### src/rsp_pkg.sv
// Constants and types of the radio serial register port.
// Assumes a single 50 MHz clock and plain-port configuration.
package rsp_pkg;
  localparam int CLK_MHZ         = 50;
  localparam int SLEEP_MAX_US    = 35;
  localparam int SLEEP_MAX_CYC   = SLEEP_MAX_US * CLK_MHZ;
  localparam int FAST_SETTLE_US  = 100;
  localparam int SLOW_SETTLE_US  = 250;
  localparam int OSC_RESTART_US  = 1000;
  localparam int CNT_W           = 20;

  // Command byte fields
  localparam int CMD_DIR_BIT     = 7;
  localparam int CMD_INC_BIT     = 6;
  localparam int ADDR_W          = 6;

  // Register addresses
  localparam logic [5:0] A_CHAN  = 6'h00;
  localparam logic [5:0] A_MODE  = 6'h01;
  localparam logic [5:0] A_XACT  = 6'h02;
  localparam logic [5:0] A_IRQC  = 6'h03;
  localparam logic [5:0] A_IEN   = 6'h04;
  localparam logic [5:0] A_STAT  = 6'h05;
  localparam logic [5:0] A_CLKO  = 6'h06;
  localparam logic [5:0] A_LVD   = 6'h07;
  localparam logic [5:0] A_BUF   = 6'h08;
  localparam logic [5:0] A_PWR   = 6'h09;

  // Transaction config fields
  localparam int XACT_FRC_BIT    = 5;
  localparam int XACT_AUTO_BIT   = 0;
  localparam logic [2:0] END_SLEEP = 3'h0;

  // Mode commands
  localparam logic [1:0] MODE_TX = 2'h1;
  localparam logic [1:0] MODE_RX = 2'h2;

  // Status bits
  localparam int ST_TX  = 0;
  localparam int ST_RX  = 1;
  localparam int ST_OSC = 2;
  localparam int ST_LV  = 3;
  localparam int ST_W   = 4;

  localparam logic [6:0] FAST_CH_MAX  = 7'h48;
  localparam logic [6:0] FAST_CH_STEP = 7'h03;
  localparam logic [2:0] LV_THR_NUM   = 3'h7;
  localparam logic [2:0] CLKO_SEL_MAX = 3'h4;
  localparam logic [3:0] CLKO_RESET   = 4'h8;

  typedef struct packed {
    logic three_wire;
    logic irq_on_mosi;
    logic open_drain;
    logic active_high;
  } rsp_irqc_s;

  typedef struct packed {
    logic             dir;
    logic             inc;
    logic [5:0]       addr;
  } rsp_cmd_s;

  typedef enum logic [2:0] {
    PW_IDLE   = 3'b000,
    PW_SLEEP  = 3'b001,
    PW_OSC    = 3'b010,
    PW_SETTLE = 3'b011,
    PW_RUN    = 3'b100
  } rsp_pwr_e;
endpackage

### src/rsp_sync3.sv
// Three-stage pin synchroniser with agreement filter.
// Assumes inputs asynchronous to mclk.
module rsp_sync3 #(
  parameter int W = 1
) (
  // Clock and reset
  input  wire logic         mclk,
  input  wire logic         rst,
  // Pins and filtered levels
  input  wire logic [W-1:0] pin,
  input  wire logic [W-1:0] rst_val,
  output logic      [W-1:0] level
);
  logic [W-1:0] s1_q;
  logic [W-1:0] s2_q;
  logic [W-1:0] s3_q;

  always_ff @(posedge mclk) begin
    s1_q <= pin;
    s2_q <= s1_q;
    s3_q <= s2_q;
  end

  // Level moves only when second and third stages agree
  always_ff @(posedge mclk) begin
    if (rst) begin
      level <= rst_val;
    end else begin
      level <= ((s2_q ~^ s3_q) & s2_q) | (~(s2_q ~^ s3_q) & level);
    end
  end
endmodule

### src/rsp_clkdiv.sv
// Clock-out divider of the 12 MHz reference.
// Assumes ref_tick pulses once per reference half period.
module rsp_clkdiv (
  // Clock and reset
  input  wire logic       mclk,
  input  wire logic       rst,
  // Control
  input  wire logic       ref_tick,
  input  wire logic       run,
  input  wire logic [2:0] sel,
  // Output
  output logic            clk_out
);
  import rsp_pkg::*;
  logic [3:0] cnt_q;
  logic [3:0] lim;

  always_comb begin
    lim = 4'h0;
    if (sel <= CLKO_SEL_MAX) begin
      lim = 4'((5'h01 << sel) - 5'h01);
    end
  end

  always_ff @(posedge mclk) begin
    if (rst || !run) begin
      cnt_q   <= 4'h0;
      clk_out <= 1'b0;
    end else if (ref_tick) begin
      if (cnt_q >= lim) begin
        cnt_q   <= 4'h0;
        clk_out <= ~clk_out;
      end else begin
        cnt_q <= cnt_q + 4'h1;
      end
    end
  end
endmodule

### src/rsp_port.sv
// Serial register port of the radio with power, interrupt and clock-out.
// Assumes host-driven serial pins and oscillator strobes on mclk.
//
// Function
// - First byte bit 7: one write, zero read
// - Increment bit advances address per data byte
// - Command byte holds six-bit address, then data
// - Burst runs until select returns high
// - Three-wire mode drives shared line only reading
// - Buffer register fills and drains as FIFO
// - Interrupt on data input only while deselected
// - Port works without the internal oscillator
// - Interrupt polarity and drive type programmable
// - Grouped sources share pin, enables persist
// - Status shows conditions even when disabled
// - Clock out divides reference, enabled at reset
// - Force-end write with end-state zero sleeps
// - Optional sleep after packet completion
// - Transmit or receive command wakes, waits oscillator
// - Interrupt when restarted oscillator is stable
// - Low-battery threshold select, readable, may interrupt
// - Low-voltage status live, off while asleep
// - Every third channel to 72 settles fast
module rsp_port
  import rsp_pkg::*;
#(
  parameter int OSC_RESTART_CYC = OSC_RESTART_US * CLK_MHZ,
  parameter int FAST_SETTLE_CYC = FAST_SETTLE_US * CLK_MHZ,
  parameter int SLOW_SETTLE_CYC = SLOW_SETTLE_US * CLK_MHZ,
  parameter int BUF_DEPTH       = 16
) (
  // Clock and reset
  input  wire logic       mclk,
  input  wire logic       rst,
  // Serial pins
  input  wire logic       ss_n,
  input  wire logic       sck,
  input  wire logic       mosi_i,
  output logic            mosi_o,
  output logic            mosi_oe,
  output logic            miso_o,
  output logic            miso_oe,
  // Interrupt pin
  output logic            irq_o,
  output logic            irq_oe,
  // Radio events and status
  input  wire logic       tx_done,
  input  wire logic       rx_done,
  input  wire logic       ref_tick,
  input  wire logic       vbat_low,
  output logic            osc_en,
  output logic            radio_go,
  output logic [1:0]      radio_mode,
  output logic [6:0]      channel,
  output logic [2:0]      lv_threshold,
  output logic            lv_enable,
  output logic            clk_out
);
  import rsp_pkg::*;

  localparam int BUF_AW = $clog2(BUF_DEPTH);

  logic [3:0]        sync_lvl;
  logic              ss_f;
  logic              sck_f;
  logic              mosi_f;
  logic              lv_f;
  logic              sck_p_q;
  logic              rise;
  logic              fall;
  logic [2:0]        bit_cnt_q;
  logic [6:0]        sh_in_q;
  logic              first_q;
  rsp_cmd_s          cmd_q;
  logic              byte_v;
  logic [7:0]        byte_val;
  logic              wr_en;
  logic              rd_load;
  logic [5:0]        cur_addr;
  logic [7:0]        rd_data;
  logic [7:0]        tx_sh_q;
  logic              rd_q;
  logic              out_q;
  rsp_irqc_s         irqc_q;
  logic [ST_W-1:0]   ien_q;
  logic [ST_W-1:0]   st_q;
  logic [ST_W-1:0]   st_set;
  logic [ST_W-1:0]   st_clr;
  logic [ST_W-1:0]   st_view;
  logic              irq_act;
  logic              irq_lvl;
  logic [3:0]        clko_q;
  logic [5:0]        xact_q;
  logic              sleep_req;
  logic              wake_req;
  rsp_pwr_e          pwr_q;
  logic [CNT_W-1:0]  cnt_q;
  logic              fast_ch;
  logic [CNT_W-1:0]  settle_lim;
  logic              osc_ev;
  logic [7:0]        buf_mem [BUF_DEPTH];
  logic [BUF_AW-1:0] wp_q;
  logic [BUF_AW-1:0] rp_q;
  logic [BUF_AW:0]   fill_q;
  logic              buf_push;
  logic              buf_pop;

  // Pin conditioning
  rsp_sync3 #(
    .W (4)
  ) u_sync (
    .mclk    (mclk),
    .rst     (rst),
    .pin     ({ss_n, sck, mosi_i, vbat_low}),
    .rst_val (4'h8),
    .level   (sync_lvl)
  );

  assign ss_f   = sync_lvl[3];
  assign sck_f  = sync_lvl[2];
  assign mosi_f = sync_lvl[1];
  assign lv_f   = sync_lvl[0];

  // Clocked on mclk only, no dependence on the radio oscillator
  always_ff @(posedge mclk) begin
    if (rst) begin
      sck_p_q <= 1'b0;
    end else begin
      sck_p_q <= sck_f;
    end
  end

  assign rise = sck_f & ~sck_p_q & ~ss_f;
  assign fall = ~sck_f & sck_p_q & ~ss_f;

  // Byte assembly, MSB first on rising edges
  assign byte_val = {sh_in_q, mosi_f};
  assign byte_v   = rise && (bit_cnt_q == 3'h7);

  always_ff @(posedge mclk) begin
    if (rst || ss_f) begin
      bit_cnt_q <= 3'h0;
      sh_in_q   <= 7'h00;
    end else if (rise) begin
      bit_cnt_q <= bit_cnt_q + 3'h1;
      sh_in_q   <= byte_val[6:0];
    end
  end

  // Command byte capture and address stepping
  always_ff @(posedge mclk) begin
    if (rst || ss_f) begin
      first_q <= 1'b1;
      rd_q    <= 1'b0;
    end else if (byte_v && first_q) begin
      first_q <= 1'b0;
      rd_q    <= ~byte_val[CMD_DIR_BIT];
    end
  end

  always_ff @(posedge mclk) begin
    if (rst) begin
      cmd_q <= '0;
    end else if (byte_v) begin
      cmd_q <= first_q ? rsp_cmd_s'(byte_val) : rsp_cmd_s'({cmd_q.dir, cmd_q.inc, cur_addr});
    end
  end

  // Address of the next data byte, stepped after each one only when the increment bit is set
  always_comb begin
    cur_addr = cmd_q.addr;
    if (first_q) begin
      cur_addr = byte_val[ADDR_W-1:0];
    end else if (cmd_q.inc) begin
      cur_addr = 6'(cmd_q.addr + 6'h01);
    end
  end

  assign wr_en   = byte_v && !first_q && cmd_q.dir;
  assign rd_load = byte_v && (first_q ? !byte_val[CMD_DIR_BIT] : !cmd_q.dir);

  // Write address is the one the byte was aimed at
  logic [5:0] wr_addr;
  assign wr_addr = cmd_q.addr;

  // Read data selection
  always_comb begin
    rd_data = 8'h00;
    unique case (cur_addr)
      A_CHAN:  rd_data = {1'b0, channel};
      A_MODE:  rd_data = {6'h00, radio_mode};
      A_XACT:  rd_data = {2'h0, xact_q};
      A_IRQC:  rd_data = {4'h0, irqc_q};
      A_IEN:   rd_data = {4'h0, ien_q};
      A_STAT:  rd_data = {4'h0, st_view};
      A_CLKO:  rd_data = {4'h0, clko_q};
      A_LVD:   rd_data = {st_view[ST_LV], 4'h0, lv_threshold};
      A_BUF:   rd_data = (fill_q != '0) ? buf_mem[rp_q] : 8'h00;
      A_PWR:   rd_data = {5'h00, pwr_q};
      default: rd_data = 8'h00;
    endcase
  end

  // Read shifter, changes on falling edges
  always_ff @(posedge mclk) begin
    if (rst || ss_f) begin
      tx_sh_q <= 8'h00;
      out_q   <= 1'b0;
    end else if (rd_load) begin
      tx_sh_q <= rd_data;
    end else if (fall) begin
      out_q   <= tx_sh_q[7];
      tx_sh_q <= {tx_sh_q[6:0], 1'b0};
    end
  end

  // Configuration registers
  always_ff @(posedge mclk) begin
    if (rst) begin
      channel      <= 7'h00;
      irqc_q       <= '0;
      ien_q        <= '0;
      clko_q       <= CLKO_RESET;
      lv_threshold <= 3'h0;
    end else if (wr_en) begin
      unique case (wr_addr)
        A_CHAN:  channel <= byte_val[6:0];
        A_IRQC:  irqc_q  <= rsp_irqc_s'(byte_val[3:0]);
        A_IEN:   ien_q   <= byte_val[ST_W-1:0];
        A_CLKO:  clko_q  <= byte_val[3:0];
        A_LVD: begin
          if (byte_val[2:0] < LV_THR_NUM) begin
            lv_threshold <= byte_val[2:0];
          end
        end
        default: ;
      endcase
    end
  end

  // Transaction config; force-end bit self-clears once acted on
  assign sleep_req = (wr_en && wr_addr == A_XACT && byte_val[XACT_FRC_BIT]
                      && byte_val[4:2] == END_SLEEP)
                   || (xact_q[XACT_AUTO_BIT] && (tx_done || rx_done));
  assign wake_req  = wr_en && wr_addr == A_MODE
                   && (byte_val[1:0] == MODE_TX || byte_val[1:0] == MODE_RX);

  always_ff @(posedge mclk) begin
    if (rst) begin
      xact_q <= 6'h00;
    end else if (wr_en && wr_addr == A_XACT) begin
      xact_q <= {1'b0, byte_val[4:0]};
    end
  end

  always_ff @(posedge mclk) begin
    if (rst) begin
      radio_mode <= 2'h0;
    end else if (sleep_req) begin
      radio_mode <= 2'h0;
    end else if (wr_en && wr_addr == A_MODE) begin
      radio_mode <= byte_val[1:0];
    end
  end

  // Fast channels: multiples of three up to 72
  assign fast_ch    = (channel <= FAST_CH_MAX) && ((channel % FAST_CH_STEP) == 7'h00);
  assign settle_lim = fast_ch ? CNT_W'(FAST_SETTLE_CYC) : CNT_W'(SLOW_SETTLE_CYC);

  // Power sequencing
  always_ff @(posedge mclk) begin
    if (rst) begin
      pwr_q <= PW_IDLE;
      cnt_q <= '0;
    end else if (sleep_req) begin
      pwr_q <= PW_SLEEP;
      cnt_q <= '0;
    end else if (wake_req) begin
      pwr_q <= (pwr_q == PW_SLEEP) ? PW_OSC : PW_SETTLE;
      cnt_q <= '0;
    end else begin
      unique case (pwr_q)
        PW_IDLE, PW_SLEEP, PW_RUN: cnt_q <= '0;
        PW_OSC: begin
          if (cnt_q >= CNT_W'(OSC_RESTART_CYC - 1)) begin
            pwr_q <= PW_SETTLE;
            cnt_q <= '0;
          end else begin
            cnt_q <= cnt_q + 1'b1;
          end
        end
        PW_SETTLE: begin
          if (cnt_q >= settle_lim - 1'b1) begin
            pwr_q <= PW_RUN;
            cnt_q <= '0;
          end else begin
            cnt_q <= cnt_q + 1'b1;
          end
        end
      endcase
    end
  end

  assign osc_ev = (pwr_q == PW_OSC) && (cnt_q >= CNT_W'(OSC_RESTART_CYC - 1))
                  && !sleep_req && !wake_req;

  always_ff @(posedge mclk) begin
    if (rst) begin
      osc_en    <= 1'b1;
      radio_go  <= 1'b0;
      lv_enable <= 1'b1;
    end else begin
      osc_en    <= (pwr_q != PW_SLEEP);
      radio_go  <= (pwr_q == PW_RUN) && (radio_mode != 2'h0);
      lv_enable <= (pwr_q != PW_SLEEP);
    end
  end

  // Status: events sticky until read, set beats clear
  assign st_set = {1'b0, osc_ev, rx_done, tx_done};
  assign st_clr = (rd_load && cur_addr == A_STAT) ? {1'b0, {(ST_W-1){1'b1}}} : '0;

  always_ff @(posedge mclk) begin
    if (rst) begin
      st_q <= '0;
    end else begin
      st_q <= (st_q & ~st_clr) | st_set;
    end
  end

  // Low voltage follows comparator, dropped in sleep
  assign st_view = {lv_f & (pwr_q != PW_SLEEP), st_q[ST_OSC:0]};
  assign irq_act = |(st_view & ien_q);
  assign irq_lvl = irqc_q.active_high ? irq_act : ~irq_act;

  // Pin drivers
  always_ff @(posedge mclk) begin
    if (rst) begin
      irq_o   <= 1'b1;
      irq_oe  <= 1'b0;
      mosi_o  <= 1'b0;
      mosi_oe <= 1'b0;
      miso_o  <= 1'b0;
      miso_oe <= 1'b0;
    end else begin
      irq_o   <= irqc_q.open_drain ? 1'b0 : irq_lvl;
      irq_oe  <= !irqc_q.irq_on_mosi && (!irqc_q.open_drain || !irq_lvl);
      miso_o  <= out_q;
      miso_oe <= !ss_f && rd_q && !irqc_q.three_wire;
      if (ss_f && irqc_q.irq_on_mosi) begin
        mosi_o  <= irqc_q.open_drain ? 1'b0 : irq_lvl;
        mosi_oe <= !irqc_q.open_drain || !irq_lvl;
      end else begin
        mosi_o  <= out_q;
        mosi_oe <= !ss_f && rd_q && irqc_q.three_wire;
      end
    end
  end

  // Buffer register: non-incrementing bursts fill and drain it
  assign buf_push = wr_en && wr_addr == A_BUF && (fill_q != (BUF_AW+1)'(BUF_DEPTH));
  assign buf_pop  = rd_load && cur_addr == A_BUF && (fill_q != '0);

  always_ff @(posedge mclk) begin
    if (buf_push) begin
      buf_mem[wp_q] <= byte_val;
    end
  end

  always_ff @(posedge mclk) begin
    if (rst) begin
      wp_q   <= '0;
      rp_q   <= '0;
      fill_q <= '0;
    end else begin
      if (buf_push) begin
        wp_q <= wp_q + 1'b1;
      end
      if (buf_pop) begin
        rp_q <= rp_q + 1'b1;
      end
      fill_q <= fill_q + (BUF_AW+1)'(buf_push) - (BUF_AW+1)'(buf_pop);
    end
  end

  // Clock out, stopped while the oscillator is off
  rsp_clkdiv u_clkdiv (
    .mclk     (mclk),
    .rst      (rst),
    .ref_tick (ref_tick),
    .run      (clko_q[3] && pwr_q != PW_SLEEP),
    .sel      (clko_q[2:0]),
    .clk_out  (clk_out)
  );
endmodule

### config.mk
export PLATFORM = sky130hd
export DESIGN_NAME = rsp_port
export DESIGN_NICKNAME = d
export VERILOG_FILES = /design/src/rsp_pkg.sv /design/src/rsp_sync3.sv /design/src/rsp_clkdiv.sv /design/src/rsp_port.sv
export SDC_FILE = /design/constraint.sdc
export NUM_CORES = 1
export LEC_CHECK = 0
export ABC_AREA = 1
export BUFFER_PORTS_ARGS = -buffer_cell sky130_fd_sc_hd__buf_2
export CAP_MARGIN = 0
export CORE_MARGIN = 2
export CORE_UTILIZATION = 55
export CTS_CLUSTER_DIAMETER = 200
export CTS_CLUSTER_SIZE = 8
export DETAILED_ROUTE_END_ITERATION = 10
export GPL_ROUTABILITY_DRIVEN = 0
export GPL_TIMING_DRIVEN = 0
export PLACE_DENSITY_LB_ADDON = 0.08
export SLEW_MARGIN = 5
export SYNTH_ARGS = -nofsm -noshare
export SYNTH_HDL_FRONTEND = slang
export SYNTH_HIERARCHICAL = 1
export SYNTH_SLANG_ARGS = --single-unit
### constraint.sdc
create_clock -name mclk -period 8.5 [get_ports mclk]
set_clock_uncertainty 0.1 [all_clocks]
set_input_delay 0.85 -clock mclk [delete_from_list [all_inputs] [get_ports mclk]]
set_output_delay 0.85 -clock mclk [all_outputs]
set_load 0.02 [all_outputs]
=== After elaboration in Yosys (flattened, before gate mapping) ===
Memories as Yosys holds them, arrays and structs flattened. A register that Yosys moved wholly into a read port is not among the register bits.
Cells that the tools add are included.
Widths: inputs -> output; s select.

* $add $sub $neg: 10
* Multiply operators: 0
* Div/mod/pow operators: 1
* Magnitude comparators: 6
* Equal/unequal tests: 29
* Shifts and indexed selects: 1
* Muxes and demuxes: 29
* Bitwise gates (word level): 21
* Reductions and logical operators: 68

{| class="wikitable"
|+ Operator list
! kind !! count
|-
| $pmux 8 s10 || 1
|-
| $pmux 20 s3 || 1
|-
| $eq 6x3->1 const B || 7
|-
| $mux 20 || 2
|-
| $logic_and 1x1->1 || 27
|-
| $eq 6x2->1 const B || 4
|-
| $mux 8 || 3
|-
| $add 20x1->20 const B || 1
|-
| $ge 20x16->1 const B || 1
|-
| $ge 20x20->1 || 1
|-
| $eq 6x4->1 const B || 3
|-
| $mux 6 || 3
|-
| $and 4x4->4 || 4
|-
| $mux 4 || 4
|-
| $sub 14x1->15 const B || 1
|-
| $mux 14 || 1
|-
| $reduce_and 2->1 || 7
|-
| $add 4x1->4 const B || 3
|-
| $eq 6x1->1 const B || 2
|-
| $logic_not 6->1 || 2
|-
| $mux 3 || 4
|-
| $logic_not 1->1 || 11
|-
| $mux 1 || 9
|-
| $reduce_and 3->1 || 3
|-
| other kinds (38) || 60
|}

* Register bits: 128
* Bits in latches: 0
* RAM bits: 128
* ROM bits: 0
* Output and inout port bits: 22
* Memories: 1

{| class="wikitable"
|+ Memories
! memory !! depth !! width !! rd ports !! clocked after Yosys merged registers in !! write ports !! RTL line !! text
|-
| buf_mem || 16 || 8 || 1 || 1 || 1 || rsp_port.sv:101 || <nowiki>logic [7:0] buf_mem [BUF_DEPTH];</nowiki>
|}

=== Logic depth before layout (Yosys ltp) ===
* Depth after elaboration: 14
* Depth in mapped cells: 33
* Mapped depth without buffers: 33

=== Cells and area by module ===
Netlist, hierarchy kept.

{| class="wikitable"
|+ Modules (own cells, without submodules)
! module !! instances !! cells each !! area each (um^2)
|-
| rsp_port || 1 || 1216 || 10836.6
|-
| rsp_sync3 || 1 || 49 || 494.2
|-
| rsp_clkdiv || 1 || 60 || 422.9
|}

=== Worst setup path after synthesis ===
OpenSTA, ideal clock, no wires.

* Kind: register to register
* From: register channel[6]
* To: register, netlist name cnt_q[11]
* Data arrival time: 3.555 ns
* Setup slack: 4.781 ns
* Cell stages (with the launch flop): 30
* Path buffers: 1
* Period minus slack after synthesis: 3.719 ns
* Cell sequence: dfxtp_1 inv_1 o21ai_0 nand4_1 nand2_1 nand2_1 nand2_1 nand2_1 nand3_1 nand2_1 ha_1 or2_2 nand3_1 nand2_1 inv_1 nand3_1 nor2_1 ha_1 nand2_1 nor2_1 a21oi_1 nand2_1 nand3_1 nand2_1 nand2_1 nand3_1 nand2_1 nand4_2 buf_6 nor2_1

{| class="wikitable"
|+ RTL lines
! item !! RTL line !! text
|-
| start, declared || rsp_port.sv:54 || <nowiki>output logic [6:0] channel,</nowiki>
|-
| start signal, assigned || rsp_port.sv:227 || <nowiki>A_CHAN: channel <= byte_val[6:0];</nowiki>
|}

==> impl_metrics.toml <==
[routing]
vias = 9384
vias_per_cell = 5.53
wl_per_cell_um = 17.2
drtPass1Iterations = 6
first_iter_violations = 804
routed_wirelength_mm = 29.1
drc = 0
ant_nets = 0

[timing]
tightest_slew_ns = 0.960
post-route-period-util_pct = 51.2
hold_viol = 0
hold_ws_ns = 0.223
setup_viol = 0
slew_viol_final = 0
fmax_mhz = 230
rsz0062_at_grt = "no"
fin_crit_ns = 4.35
setup_tns_ns = 0
relSlewSlack_pct = 35.8

[setup_path]
cp-end-kind = "flip-flop"
crit_arrival_ns = 4.70
crit_buf_inv = 3
slowest_delay_ns = 0.50
worst-setup-path-type = "flip-flop to flip-flop"
slowest_stage = "dfxtp_1"
worst-path-max-fanout = 10
crit_required_ns = 8.85
crit_top_cell = "nand2_1"
crit_path_start_kind = "flip-flop"
path_delay_family = "simple AND/OR/NAND/NOR gates"

[cts]
clkSinkCount = 259
cts_buffer_depth = 3
holdBufCountCts = 0
path_clk_slew_ns = 0.05
htreeDepth = 2
cts_resized = 0
cts_tree = "built"
post-cts-setup-buffer-count = 0
clk-insertion-delay-late_ns = 0.51
cts.root.buffer_cell = "clkbuf_16"
cts_made_buffers = 38

[power_and_ir_drop]
p_switching_mw = 0.580
p_per_area_nw_per_um2 = 206
pwr-share-clk_pct = 48.7
p_int_mw = 2.17
peakVddDrop_mv = 0.162
switching_share_pct = 21.1
seq_power_share_pct = 48.9
p_comb_share_pct = 2.4
power.leakage_nw = 5.33

[place]
placed_cells = 1635
place_area_um2 = 12300
dp.final_hpwl_mm = 20.1
port_buffers = 29

[final_layout]
layoutNonFillerInstCount = 1697
layout.nets = 1443
area_delta_synth_final_pct = 13.3
drive_above_1_share_pct = 8.93
diodes = 0
fin_area_um2 = 13300

[floorplan]
die_x_um = 150
core_area_um2 = 21000
rows = 53
dieArea_um2 = 22600
ioPinCount = 31
start_util_pct = 55.9
die_h_um = 150

[yosys]
syn_inst = 1325
netlist_area_um2 = 11800
synth_top_family_by_area = "simple AND/OR/NAND/NOR gates"
synth-xor-area-share_pct = 1.12
synth-simple-area-share_pct = 23.7
synth_seq_area_share_pct = 55.4
syn_avg_cell_area_um2 = 8.87
ys_ff_latch = 259
yosysWarningCount = 6
yosysUniqueCellTypes = 48
muxShareOfSynthArea_pct = 0.0852
synth_adder_area_share_pct = 3.68
synth_compound_area_share_pct = 10.1

[outcome]
status = "completed"

[global_routing]
grt_first_pass_wirelength_mm = 45.7
track_usage_pct = 26.3
grt_pass1_vias = 8732
gr-total-overflow = 0
grt_max_degree = 23
antenna_found_initial = 0

[min_path]
hold_class = "flip-flop to flip-flop"

[run]
cap_violations = 0
==> power by group through the flow <==
stage          sequential (mW)  clock, mW  combinational [mW]
2_1_floorplan             1.36          0              0.0456
3_3_place_gp              1.37          0              0.0647
3_5_place_dp              1.37          0              0.0656
4_1_cts                   1.34       1.36              0.0660
5_1_grt                   1.34       1.41              0.0747
6_report                  1.34       1.34              0.0666
==> synthesized netlist by cell type (all sizes together) <==
cell type / n / area share (%)
mux2i: 1 / 0.085
or4: 1 / 0.064
conb: 2 / 0.064
and3: 1 / 0.053
o31ai: 1 / 0.064
clkbuf: 22 / 0.70
a31oi: 3 / 0.16
nor3b: 1 / 0.064
or2: 2 / 0.11
nor4: 4 / 0.27
nand2: 261 / 8.5
nand3: 136 / 6.0
buf: 19 / 0.98
nand3b: 3 / 0.30
nor2: 186 / 6.4
clkinv: 1 / 0.032
edfxtp: 132 / 34
o21ai: 96 / 4.2
o22ai: 18 / 0.96
a21oi: 62 / 2.8
o211ai: 3 / 0.19
xnor2: 5 / 0.37
nand4: 13 / 0.75
fa: 1 / 0.17
xor2: 10 / 0.75
inv: 132 / 4.2
ha: 33 / 3.5
nor3: 22 / 1.2
a211oi: 27 / 1.7
dfxtp: 127 / 22
==> flip-flops by register name, indices dropped and copies added (netlist names), 4 cells and up, named ones only <==
signal          cells
sh_in_q             7
xact_q              5
wp_q                4
wr_addr             6
u_sync/s3_q         4
buf_mem           128
channel             7
tx_sh_q             8
fill_q              5
rp_q                4
irqc_q              4
u_clkdiv/cnt_q      4
u_sync/s1_q         4
ien_q               4
cnt_q              20
u_sync/s2_q         4
clko_q              4
==> metrics by stage <==
| stage | util (%) | worst slack [ns] | power [mW] |
|---|---|---|---|
| 3_3_place_gp | 58.3 | 4.23 | 1.43 |
| 5_1_grt | 63.4 | 3.78 | 2.83 |
| 4_1_cts | 63.4 | 4.14 | 2.77 |
| 2_1_floorplan | - | 4.78 | 1.41 |
| 3_5_place_dp | 58.3 | 4.13 | 1.43 |
| 6_report | 63.4 | 4.15 | 2.75 |
==> routing by layer <==
| metal | wire length [um] | GRT usage [%] | up-vias | part of all wire (%) |
|---|---|---|---|---|
| met5 | 0 | 0 | - | 0 |
| met2 | 13200 | 41.9 | 385 | 45 |
| met3 | 2370 | 5.73 | 91 | 8.1 |
| li1 | - | - | 4630 | - |
| met4 | 1190 | 11.3 | 0 | 4.1 |
| met1 | 12300 | 34.8 | 4278 | 42 |
==> final timing paths <==
path	from	to	slack [ns]	cells past startpoint
worst max register to register	channel[6]$_SDFFE_PP0P_	cnt_q[8]$_SDFF_PP0_	4.15	28
worst max-delay path	channel[6]$_SDFFE_PP0P_	cnt_q[8]$_SDFF_PP0_	4.15	28
worst min-delay path	u_sync/s1_q[2]$_DFF_P_	u_sync/s2_q[2]$_DFF_P_	0.22	0
worst min register to register	u_sync/s1_q[2]$_DFF_P_	u_sync/s2_q[2]$_DFF_P_	0.22	0
==> placed cells by master, fill, tap and decap left out, types with 5 or more instances in the layout <==
cell type	count
xor2_1	10
nor3_1	18
clkbuf_1	44
dfxtp_1	127
xnor2_1	5
o21ai_1	5
buf_2	40
o22ai_1	18
conb_1	8
nand4_1	12
nor2_1	177
nand3_1	132
inv_1	123
ha_1	33
clkbuf_16	38
a21oi_1	60
o21ai_0	89
edfxtp_1	132
inv_2	9
nand2_1	255
a211oi_1	27
==> cells by family after synthesis <==
kind of cell	Yosys count
AO/OA/AOI/OAI	210
AND/OR/NAND/NOR	630
buffers and inverters	174
multiplexers	1
flip-flops	259
other	2
adder cells (fa/ha/maj)	34
XOR/XNOR	15
==> cell type report <==
| cell class | instances | area [um2] |
|---|---|---|
| Clock inverter | 2 | 23.8 |
| Tap cell | 275 | 344 |
| Clock buffer | 60 | 1030 |
| Timing Repair Buffer | 29 | 145 |
| Multi-Input combinational cell | 898 | 4570 |
| Fill cell | 1762 | 7700 |
| Inverter | 133 | 499 |
| Buffer | 41 | 198 |
| Sequential cell | 259 | 6510 |
Power figures use the tool's default switching activity.
